File: config.mk
export PLATFORM = sky130hd
export DESIGN_NAME = csr_core
export DESIGN_NICKNAME = d
export VERILOG_FILES = /design/src/hw/csr_pkg.sv /design/src/hw/csr_core.sv
export SDC_FILE = /design/constraint.sdc
export NUM_CORES = 2
export LEC_CHECK = 0
export ABC_AREA = 1
export BUFFER_PORTS_ARGS = -buffer_cell sky130_fd_sc_hd__buf_2
export CORE_ASPECT_RATIO = 1.25
export CORE_MARGIN = 2
export CORE_UTILIZATION = 40
export DETAILED_ROUTE_END_ITERATION = 8
export GPL_ROUTABILITY_DRIVEN = 1
export SYNTH_ARGS = -nofsm -noshare
export SYNTH_HDL_FRONTEND = slang
export SYNTH_SLANG_ARGS = --single-unit
File: constraint.sdc
create_clock -name clk -period 19.9 [get_ports clk]
set_clock_uncertainty 0.15 [all_clocks]
set_input_delay 1.99 -clock clk [delete_from_list [all_inputs] [get_ports clk]]
set_output_delay 1.99 -clock clk [all_outputs]
set_load 0.1 [all_outputs]
File: src/hw/csr_pkg.sv
// Constants, types and state layout of the CPU special register block
package csr_pkg;
    // Data-memory locations of the special registers
    localparam logic [7:0] A_IND0    = 8'h00;
    localparam logic [7:0] A_PTR0    = 8'h01;
    localparam logic [7:0] A_IND1    = 8'h02;
    localparam logic [7:0] A_PTR1    = 8'h03;
    localparam logic [7:0] A_BANK    = 8'h04;
    localparam logic [7:0] A_WORK    = 8'h05;
    localparam logic [7:0] A_PC_LOW  = 8'h06;
    localparam logic [7:0] A_TAB_PTR = 8'h07;
    localparam logic [7:0] A_TAB_HI  = 8'h08;
    localparam logic [7:0] A_FLAGS   = 8'h0A;
    localparam logic [7:0] A_RAM_LO  = 8'h40;
    localparam logic [7:0] A_RAM_HI  = 8'h7F;
    localparam int         RAM_WORDS = 128;

    // Bus word indices: below 0x100 is the data space, one location per word
    localparam logic [9:0] IDX_CMD   = 10'h100;

    // Command word fields
    localparam int CMD_OP_LSB  = 0;
    localparam int CMD_ARG_LSB = 8;
    localparam int CMD_TGT_LSB = 16;

    // Flag bit positions
    localparam int B_C     = 0;
    localparam int B_HALF  = 1;
    localparam int B_Z     = 2;
    localparam int B_WRAP  = 3;
    localparam int B_SLEEP = 4;
    localparam int B_WDOG  = 5;

    // Command opcodes
    localparam logic [3:0] OP_LOAD   = 4'h0;
    localparam logic [3:0] OP_STORE  = 4'h1;
    localparam logic [3:0] OP_ADD    = 4'h2;
    localparam logic [3:0] OP_SUB    = 4'h3;
    localparam logic [3:0] OP_AND    = 4'h4;
    localparam logic [3:0] OP_OR     = 4'h5;
    localparam logic [3:0] OP_XOR    = 4'h6;
    localparam logic [3:0] OP_RLC    = 4'h7;
    localparam logic [3:0] OP_RRC    = 4'h8;
    localparam logic [3:0] OP_TABRD  = 4'h9;
    localparam logic [3:0] OP_KICK   = 4'hA;
    localparam logic [3:0] OP_HALT   = 4'hB;
    localparam logic [3:0] OP_CALL   = 4'hC;
    localparam logic [3:0] OP_RET    = 4'hD;

    localparam int         STACK_DEPTH = 4;
    localparam logic [2:0] SP_FULL     = 3'h4;
    localparam logic [9:0] PC_STEP     = 10'h001;

    typedef enum logic [1:0] {ST_IDLE, ST_TABLE, ST_DUMMY} csr_fsm_t;

    typedef struct packed {
        csr_fsm_t                        st;
        logic [7:0]                      work;
        logic [7:0]                      ptr0;
        logic [7:0]                      ptr1;
        logic                            bank;
        logic [9:0]                      pc;
        logic [7:0]                      tab_ptr;
        logic [5:0]                      tab_hi;
        logic                            c;
        logic                            half;
        logic                            z;
        logic                            wrap;
        logic                            sleep;
        logic                            to;
        logic [STACK_DEPTH-1:0][9:0]     stack;
        logic [2:0]                      sp;
        logic [7:0]                      op_arg;
        logic                            ack;
        logic [31:0]                     dat;
        logic [9:0]                      pm_addr;
        logic                            pm_rd;
        logic                            dummy;
    } csr_state_t;

    localparam csr_state_t CSR_RESET = '0;
endpackage : csr_pkg

File: src/hw/csr_core.sv
// CPU special function registers with a classic Wishbone slave
`timescale 1ns/1ps

// Overview of operation
// - Indirect port 0 reaches bank 0 via its pointer; port 1 any bank.
// - Indirect access aimed at an indirect port reads zero, writes nothing.
// - Both pointers are ordinary readable and writable data locations.
// - ALU results land in the working register; moves pass through it.
// - Writing the low program counter byte jumps in-page; bus and store writes add a dummy cycle.
// - Table read fetches word at table pointer; high part latched, low stored.
// - Flag register writes change arithmetic flags only, not system flags.
// - Watchdog flag cleared by power-up, clear or stop; set by time-out.
// - Sleep flag cleared by power-up or watchdog clear; set by stop.
// - Carry set on add carry or subtract without borrow; rotates use it.
// - Half carry set on low-nibble carry or no nibble borrow.
// - Zero flag follows a zero arithmetic or logic result.
// - Overflow flag is carry into MSB xor carry out of MSB.
// - Calls push only the return address, never the flags.
// - Indirect effective address is the matching pointer's current value.
module csr_core (
    // Clock and reset
    input  wire logic        clk,
    input  wire logic        srst,
    // Wishbone slave
    input  wire logic        wb_cyc_i,
    input  wire logic        wb_stb_i,
    input  wire logic        wb_we_i,
    input  wire logic [11:0] wb_adr_i,
    input  wire logic [3:0]  wb_sel_i,
    input  wire logic [31:0] wb_dat_i,
    output logic      [31:0] wb_dat_o,
    output logic             wb_ack_o,
    // Program memory table port
    output logic      [9:0]  pm_addr,
    output logic             pm_rd,
    input  wire logic [13:0] pm_data,
    // Core status
    input  wire logic        wdt_timeout,
    output logic      [9:0]  pc,
    output logic             dummy_cycle,
    output logic      [7:0]  working_register,
    output logic      [7:0]  cpu_flags
);
    csr_pkg::csr_state_t s;
    csr_pkg::csr_state_t n;
    logic [7:0]          ram [0:csr_pkg::RAM_WORDS-1];
    logic                ram_we;
    logic [6:0]          ram_idx;
    logic [7:0]          ram_wd;
    logic [6:0]          ram_ridx;
    logic [7:0]          ram_q;

    // Effective address {null, bank, location}
    function automatic logic [9:0] resolve(input csr_pkg::csr_state_t st, input logic [7:0] a);
        logic nul;
        nul = 1'b0;
        if (a == csr_pkg::A_IND0) begin
            nul = (st.ptr0 == csr_pkg::A_IND0) || (st.ptr0 == csr_pkg::A_IND1);
            return {nul, 1'b0, st.ptr0};
        end else if (a == csr_pkg::A_IND1) begin
            nul = (st.ptr1 == csr_pkg::A_IND0) || (st.ptr1 == csr_pkg::A_IND1);
            return {nul, st.bank, st.ptr1};
        end
        return {nul, 1'b0, a};
    endfunction : resolve

    function automatic logic is_ram(input logic [9:0] ea);
        return !ea[9] && ea[7:0] >= csr_pkg::A_RAM_LO && ea[7:0] <= csr_pkg::A_RAM_HI;
    endfunction : is_ram

    function automatic logic [7:0] read_loc(input csr_pkg::csr_state_t st, input logic [9:0] ea,
                                            input logic [7:0] rq);
        if (ea[9]) begin
            return 8'h00;
        end
        if (is_ram(ea)) begin
            return rq;
        end
        unique case (ea[7:0])
            csr_pkg::A_PTR0:    return st.ptr0;
            csr_pkg::A_PTR1:    return st.ptr1;
            csr_pkg::A_BANK:    return {7'h00, st.bank};
            csr_pkg::A_WORK:    return st.work;
            csr_pkg::A_PC_LOW:  return st.pc[7:0];
            csr_pkg::A_TAB_PTR: return st.tab_ptr;
            csr_pkg::A_TAB_HI:  return {2'b00, st.tab_hi};
            csr_pkg::A_FLAGS:   return {2'b00, st.to, st.sleep, st.wrap, st.z, st.half, st.c};
            default:            return 8'h00;
        endcase
    endfunction : read_loc

    // Special register stores; RAM is written by the caller
    function automatic csr_pkg::csr_state_t store(input csr_pkg::csr_state_t st, input logic [9:0] ea,
                                                  input logic [7:0] d);
        csr_pkg::csr_state_t r;
        r = st;
        if (!ea[9]) begin
            unique case (ea[7:0])
                csr_pkg::A_PTR0:    r.ptr0 = d;
                csr_pkg::A_PTR1:    r.ptr1 = d;
                csr_pkg::A_BANK:    r.bank = d[0];
                csr_pkg::A_WORK:    r.work = d;
                csr_pkg::A_PC_LOW:  r.pc = {st.pc[9:8], d};
                csr_pkg::A_TAB_PTR: r.tab_ptr = d;
                csr_pkg::A_TAB_HI:  r.tab_hi = d[5:0];
                csr_pkg::A_FLAGS: begin
                    r.wrap = d[csr_pkg::B_WRAP];
                    r.z    = d[csr_pkg::B_Z];
                    r.half = d[csr_pkg::B_HALF];
                    r.c    = d[csr_pkg::B_C];
                end
                default: r = st;
            endcase
        end
        return r;
    endfunction : store

    function automatic logic is_pc_low(input logic [9:0] ea);
        return !ea[9] && ea[7:0] == csr_pkg::A_PC_LOW;
    endfunction : is_pc_low

    // Returns {ov, ac, c, sum}
    function automatic logic [10:0] alu_add(input logic [7:0] a, input logic [7:0] b, input logic cin);
        logic [4:0] lo;
        logic [7:0] mid;
        logic [8:0] full;
        lo   = {1'b0, a[3:0]} + {1'b0, b[3:0]} + {4'h0, cin};
        mid  = {1'b0, a[6:0]} + {1'b0, b[6:0]} + {7'h00, cin};
        full = {1'b0, a} + {1'b0, b} + {8'h00, cin};
        return {mid[7] ^ full[8], lo[4], full[8], full[7:0]};
    endfunction : alu_add

    logic [9:0]  idx;
    logic [3:0]  op;
    logic [9:0]  bus_ea;
    logic [9:0]  cmd_ea;
    logic [9:0]  sel_ea;
    logic [9:0]  tbl_ea;
    logic [7:0]  m;
    logic [10:0] sum;
    logic        req;
    logic        jump;

    assign idx      = wb_adr_i[11:2];
    assign op       = wb_dat_i[csr_pkg::CMD_OP_LSB +: 4];
    assign bus_ea   = resolve(s, idx[7:0]);
    assign cmd_ea   = resolve(s, wb_dat_i[csr_pkg::CMD_ARG_LSB +: 8]);
    assign tbl_ea   = resolve(s, s.op_arg);
    assign sel_ea   = (idx == csr_pkg::IDX_CMD) ? cmd_ea : bus_ea;
    assign ram_ridx = {sel_ea[8], sel_ea[5:0]};
    assign ram_q    = ram[ram_ridx];
    assign m        = read_loc(s, sel_ea, ram_q);

    always_comb begin
        n       = s;
        n.ack   = 1'b0;
        n.pm_rd = 1'b0;
        n.dummy = 1'b0;
        ram_we  = 1'b0;
        ram_idx = 7'h00;
        ram_wd  = 8'h00;
        jump    = 1'b0;
        sum     = 11'h000;
        req     = wb_cyc_i && wb_stb_i && !s.ack;
        unique case (s.st)
            csr_pkg::ST_IDLE: begin
                if (req && idx[9:8] == 2'b00) begin
                    if (wb_we_i && wb_sel_i[0]) begin
                        n       = store(n, bus_ea, wb_dat_i[7:0]);
                        ram_we  = is_ram(bus_ea);
                        ram_idx = {bus_ea[8], bus_ea[5:0]};
                        ram_wd  = wb_dat_i[7:0];
                        jump    = is_pc_low(bus_ea);
                    end else if (!wb_we_i) begin
                        n.dat = {24'h00_0000, m};
                    end
                end else if (req && idx == csr_pkg::IDX_CMD) begin
                    if (!wb_we_i) begin
                        n.dat = {19'h0_0000, s.sp, s.pc};
                    end else if (wb_sel_i[0]) begin
                        unique case (op)
                            csr_pkg::OP_LOAD: n.work = m;
                            csr_pkg::OP_STORE: begin
                                n       = store(n, cmd_ea, s.work);
                                ram_we  = is_ram(cmd_ea);
                                ram_idx = {cmd_ea[8], cmd_ea[5:0]};
                                ram_wd  = s.work;
                                jump    = is_pc_low(cmd_ea);
                            end
                            csr_pkg::OP_ADD, csr_pkg::OP_SUB: begin
                                sum    = (op == csr_pkg::OP_ADD) ? alu_add(s.work, m, 1'b0)
                                                                 : alu_add(s.work, ~m, 1'b1);
                                n.work = sum[7:0];
                                n.c    = sum[8];
                                n.half = sum[9];
                                n.wrap = sum[10];
                                n.z    = sum[7:0] == 8'h00;
                            end
                            csr_pkg::OP_AND, csr_pkg::OP_OR, csr_pkg::OP_XOR: begin
                                n.work = (op == csr_pkg::OP_AND) ? (s.work & m) :
                                         (op == csr_pkg::OP_OR)  ? (s.work | m) : (s.work ^ m);
                                n.z    = n.work == 8'h00;
                            end
                            csr_pkg::OP_RLC: {n.c, n.work} = {s.work, s.c};
                            csr_pkg::OP_RRC: {n.work, n.c} = {s.c, s.work};
                            csr_pkg::OP_TABRD: begin
                                n.pm_addr = {s.pc[9:8], s.tab_ptr};
                                n.pm_rd   = 1'b1;
                                n.op_arg  = wb_dat_i[csr_pkg::CMD_ARG_LSB +: 8];
                            end
                            csr_pkg::OP_KICK: begin
                                n.to    = 1'b0;
                                n.sleep = 1'b0;
                            end
                            csr_pkg::OP_HALT: begin
                                n.to    = 1'b0;
                                n.sleep = 1'b1;
                            end
                            csr_pkg::OP_CALL: begin
                                if (s.sp != csr_pkg::SP_FULL) begin
                                    n.stack[s.sp[1:0]] = s.pc + csr_pkg::PC_STEP;
                                    n.sp               = s.sp + 3'h1;
                                end
                            end
                            csr_pkg::OP_RET: begin
                                if (s.sp != 3'h0) begin
                                    n.sp = s.sp - 3'h1;
                                end
                            end
                            default: n = n;
                        endcase
                        // Program counter step or redirect
                        if (op == csr_pkg::OP_CALL) begin
                            n.pc = wb_dat_i[csr_pkg::CMD_TGT_LSB +: 10];
                        end else if (op == csr_pkg::OP_RET && s.sp != 3'h0) begin
                            n.pc = s.stack[n.sp[1:0]];
                        end else if (!jump) begin
                            n.pc = s.pc + csr_pkg::PC_STEP;
                        end
                    end
                end else if (req) begin
                    n.dat = 32'h0000_0000;
                end
                // Finish: table read waits a cycle, a program counter low write adds a dummy cycle
                if (req) begin
                    if (n.pm_rd) begin
                        n.st = csr_pkg::ST_TABLE;
                    end else if (jump) begin
                        n.st    = csr_pkg::ST_DUMMY;
                        n.dummy = 1'b1;
                    end else begin
                        n.ack = 1'b1;
                    end
                end
            end
            csr_pkg::ST_TABLE: begin
                n.tab_hi = pm_data[13:8];
                n       = store(n, tbl_ea, pm_data[7:0]);
                ram_we  = is_ram(tbl_ea);
                ram_idx = {tbl_ea[8], tbl_ea[5:0]};
                ram_wd  = pm_data[7:0];
                n.ack   = 1'b1;
                n.st    = csr_pkg::ST_IDLE;
            end
            csr_pkg::ST_DUMMY: begin
                n.ack = 1'b1;
                n.st  = csr_pkg::ST_IDLE;
            end
            default: n.st = csr_pkg::ST_IDLE;
        endcase
        // Time-out wins over a clear in the same cycle
        if (wdt_timeout) begin
            n.to = 1'b1;
        end
    end

    always_ff @(posedge clk) begin
        if (srst) begin
            s <= csr_pkg::CSR_RESET;
        end else begin
            s <= n;
        end
    end

    always_ff @(posedge clk) begin
        if (ram_we) begin
            ram[ram_idx] <= ram_wd;
        end
    end

    assign wb_dat_o         = s.dat;
    assign wb_ack_o         = s.ack;
    assign pm_addr          = s.pm_addr;
    assign pm_rd            = s.pm_rd;
    assign pc               = s.pc;
    assign dummy_cycle      = s.dummy;
    assign working_register = s.work;
    assign cpu_flags        = {2'b00, s.to, s.sleep, s.wrap, s.z, s.half, s.c};
endmodule : csr_core

==> impl_metrics.ini <==
[setup_path]
reg2reg_from = s[127]
path_max_fanout = 186
critical-path-max-stage-delay_ns = 0.77
ff2ff_path_depth = 36
r2r_setup_slack_ns = 11.96
number_of_logic_stages_on_the_critical_path_including_buffering = 41
critPathArrivalTime_ns = 9.99
startpoint = wb_adr_i[3]
critical_path_class = input port to flip-flop
slowest_stage = nand2_8
setup.worst_path.end_class = flip-flop
path_delay_family = simple AND/OR/NAND/NOR gates
timing.critical_path.required_ns = 20.39
timing.critical_path.from_type = input port
cpMostUsedCell = nand2_1
timing.critical_path.buf_inv = 8
timing.rr.end = cpu_flags[0]
worstSetupEndpoint = cpu_flags[0]

[logic_synthesis]
synth_enable_flop_cells = 1024
yosys-top-cells-count = nand2_1, edfxtp_1, inv_1
ys_seq_area_share_pct = 60.0
simple_gate_fraction_of_synth_area_pct = 21.8
ys_ff_latch = 1158
dominantRegCellSynth = edfxtp_1
muxShareOfSynthArea_pct = 0
post-synth-top-area-cell = edfxtp_1
synth.area.top_cells = edfxtp_1, nand2_1, inv_1, dfxtp_1, nor2_1
synth.avg_cell_area_um2 = 8.85
synth_xor_area_share_pct = 0.188
complex_gate_fraction_of_the_synthesized_area_pct = 7.69
synth_area_mm2 = 0.0558
ys_warn_count = 0
synth-adder-area-share_pct = 0.924
synth_top_family_by_area = simple AND/OR/NAND/NOR gates
synth.distinct_cells = 60
synth-async-reset-ratio_pct = 0
synthesis.instances = 6300
yosys.cell_count.top_type = nand2_1
synth.top_cell.area_share_pct = 55.1

[floorplanning]
initial_core_util_pct = 40.2
fp.dieArea_mm2 = 0.142
num_rows = 153
num_io_pins = 139
chipWidth_um = 338
core_mm2 = 0.139
fp.dieH_um = 421

[clock_tree]
worst_skew_pair.late_latency_ns = 0.75
cts_resized = 0
numClockSinks = 1158
worst_setup_hold_path_clk_slew_ns = 0.06
buffer_depth_of_the_longest_clock_path = 3
htree_levels = 3
clk_root_buffer_cell = clkbuf_16
post_cts_hold_buffer_count = 0
cts_tree = yes
cts_bufs_inserted = 112
post_cts_repair_timing_setup_buffer_count = 0

[drt]
drt_wl_total_um = 163000
antenna_left = 0
top_signal_layer_used = met4
wl_met2_um = 81700
avgViaCountPerCell = 5.06
route.detailed.wl_per_inst_um = 19.9
routed-wl-met3_um = 9620
detail_route.wirelength.met1_um = 63600
remaining_drc_errors = 0
dr.first_iter.drc_count = 3840
detailroute.via_count = 41552
dr.pass1.iters = 6

[cells_and_area]
layout.filler_cells = 13316
proportion_of_layout_cells_with_a_drive_suffix_above_1_pct = 6.56
nNetsFinal = 6377
syn2layout_area_growth_pct = 9.82

[grt]
grt_max_degree = 187
antenna_found_initial = 1
grt_first_pass_wirelength_um = 243000
globalRouteTotalUtil_pct = 22.6
total_global_routing_overflow = 0
grt_pass1_vias = 39145

[power]
power.share.clock_pct = 41.8
power.share.combinational_pct = 7.0
vdd_drop_max_v = 0.0000817
leakage_nw = 26.3
switchingPower_mw = 1.22
power_density_mw_per_mm2 = 83.3
p_int_mw = 3.88
sequentialPowerShare_pct = 51.2
net_switching_share_of_the_total_power_pct = 23.9
p_total_mw = 5.10

[sta]
final-max-slew-violation-count = 0
clock.fmax_mhz = 105
finalSetupViolCount = 0
period_needed_ns = 9.50
hold_viol_final = 0
grt_setup_unrepaired = no
maxSlewHeadroom_pct = 16.4
setup_slack_ns = 10.40
timing_worst_slew_pin_value_ns = 1.24
fin_crit_sh_pct = 47.7
tns_ns = 0

[min_path]
hold_class = flip-flop to flip-flop

[placed_design]
gp_congestion = 0.954
dpl_worst_slack_ns = 9.71
dp_hpwl_um = 103000
numPortBuffers = 106

[run_status]
outcome = completed

[run]
cap_violations = 0
power by group through the flow:
stage / logic (mW) / clock network, mW / registers [mW]
detailed placement: 0.354 / 0 / 2.66
global route: 0.390 / 2.25 / 2.61
global placement: 0.353 / 0 / 2.66
floorplan: 0.249 / 0 / 2.66
CTS: 0.356 / 2.16 / 2.61
finish: 0.357 / 2.13 / 2.61
registers in the layout, summed over array words and instances (netlist names):
signal	flops
cpu_flags	6
dummy_cycle	1
pc	10
pm_addr	10
pm_rd	1
ram	1024
s	84
wb_ack_o	1
wb_dat_o	13
working_register	8
cells in the final DEF (no fill, tap or decap), types with 23 or more instances in the layout:
cell and count:
nand2_1 2153, edfxtp_1 1024, inv_1 884, nor2_1 631, a21oi_1 223, o21ai_0 217
nand3_1 152, o21ai_1 149, dfxtp_1 134, clkbuf_16 114, buf_2 106, buf_4 65
nand4_1 51, ha_1 38, a211oi_1 28, a31oi_1 27, clkbuf_1 24, nor3_1 23
clkinv_1 23
per-stage QoR:
stage	hold slack [ns]	cells	util, %	area [um^2]
2_1_floorplan	0.284	6320	-	55800
3_3_place_gp	0.290	8014	41.5	57600
3_5_place_dp	0.294	8014	41.5	57600
4_1_cts	0.309	8217	44.1	61200
5_1_grt	0.323	8219	44.1	61200
6_report	0.307	8219	44.1	61200
layout make-up:
type / instances / area, um^2 / area share, %
sequential: 1158 / 33400 / 54.6
clock inverter: 62 / 627 / 1.02
timing repair buffer: 176 / 1110 / 1.81
multi-input combinational: 3918 / 17400 / 28.4
antenna: 1 / 2.50 / 0.00409
tap: 1860 / 2330 / 3.80
inverter: 903 / 3390 / 5.54
clock buffer: 141 / 2980 / 4.87
worst min path at each step:
stage	cells past startpoint	start	slack, ns	end
finish	2	pm_addr[3]	0.31	pm_addr[3]
global route	2	s[56]	0.32	s[56]
CTS	2	pm_addr[9]	0.31	pm_addr[9]
detailed placement	2	pm_addr[9]	0.29	pm_addr[9]
global placement	2	pm_addr[9]	0.29	pm_addr[9]
floorplan	2	pm_addr[0]	0.28	pm_addr[0]
worst min-delay path, cell delays in order (launching register included):
cell      delay [ns]
dfxtp_1         0.31
inv_1           0.05
a211oi_1        0.05
kinds of logic after synthesis:
group | after synthesis
other cells | 1
flops | 1158
buf+inv | 1244
simple gates | 3081
fa+ha+maj | 40
compound gates | 764
xor+xnor | 12
layer usage:
| layer | global-route usage, % | vias to the layer above |
|---|---|---|
| met5 | 0 | - |
| met4 | 11.6 | 0 |
| met3 | 2.83 | 347 |
| met2 | 39.3 | 1416 |
| met1 | 27.2 | 19701 |
| li1 | - | 20088 |
(Power assumes the default switching activity.)
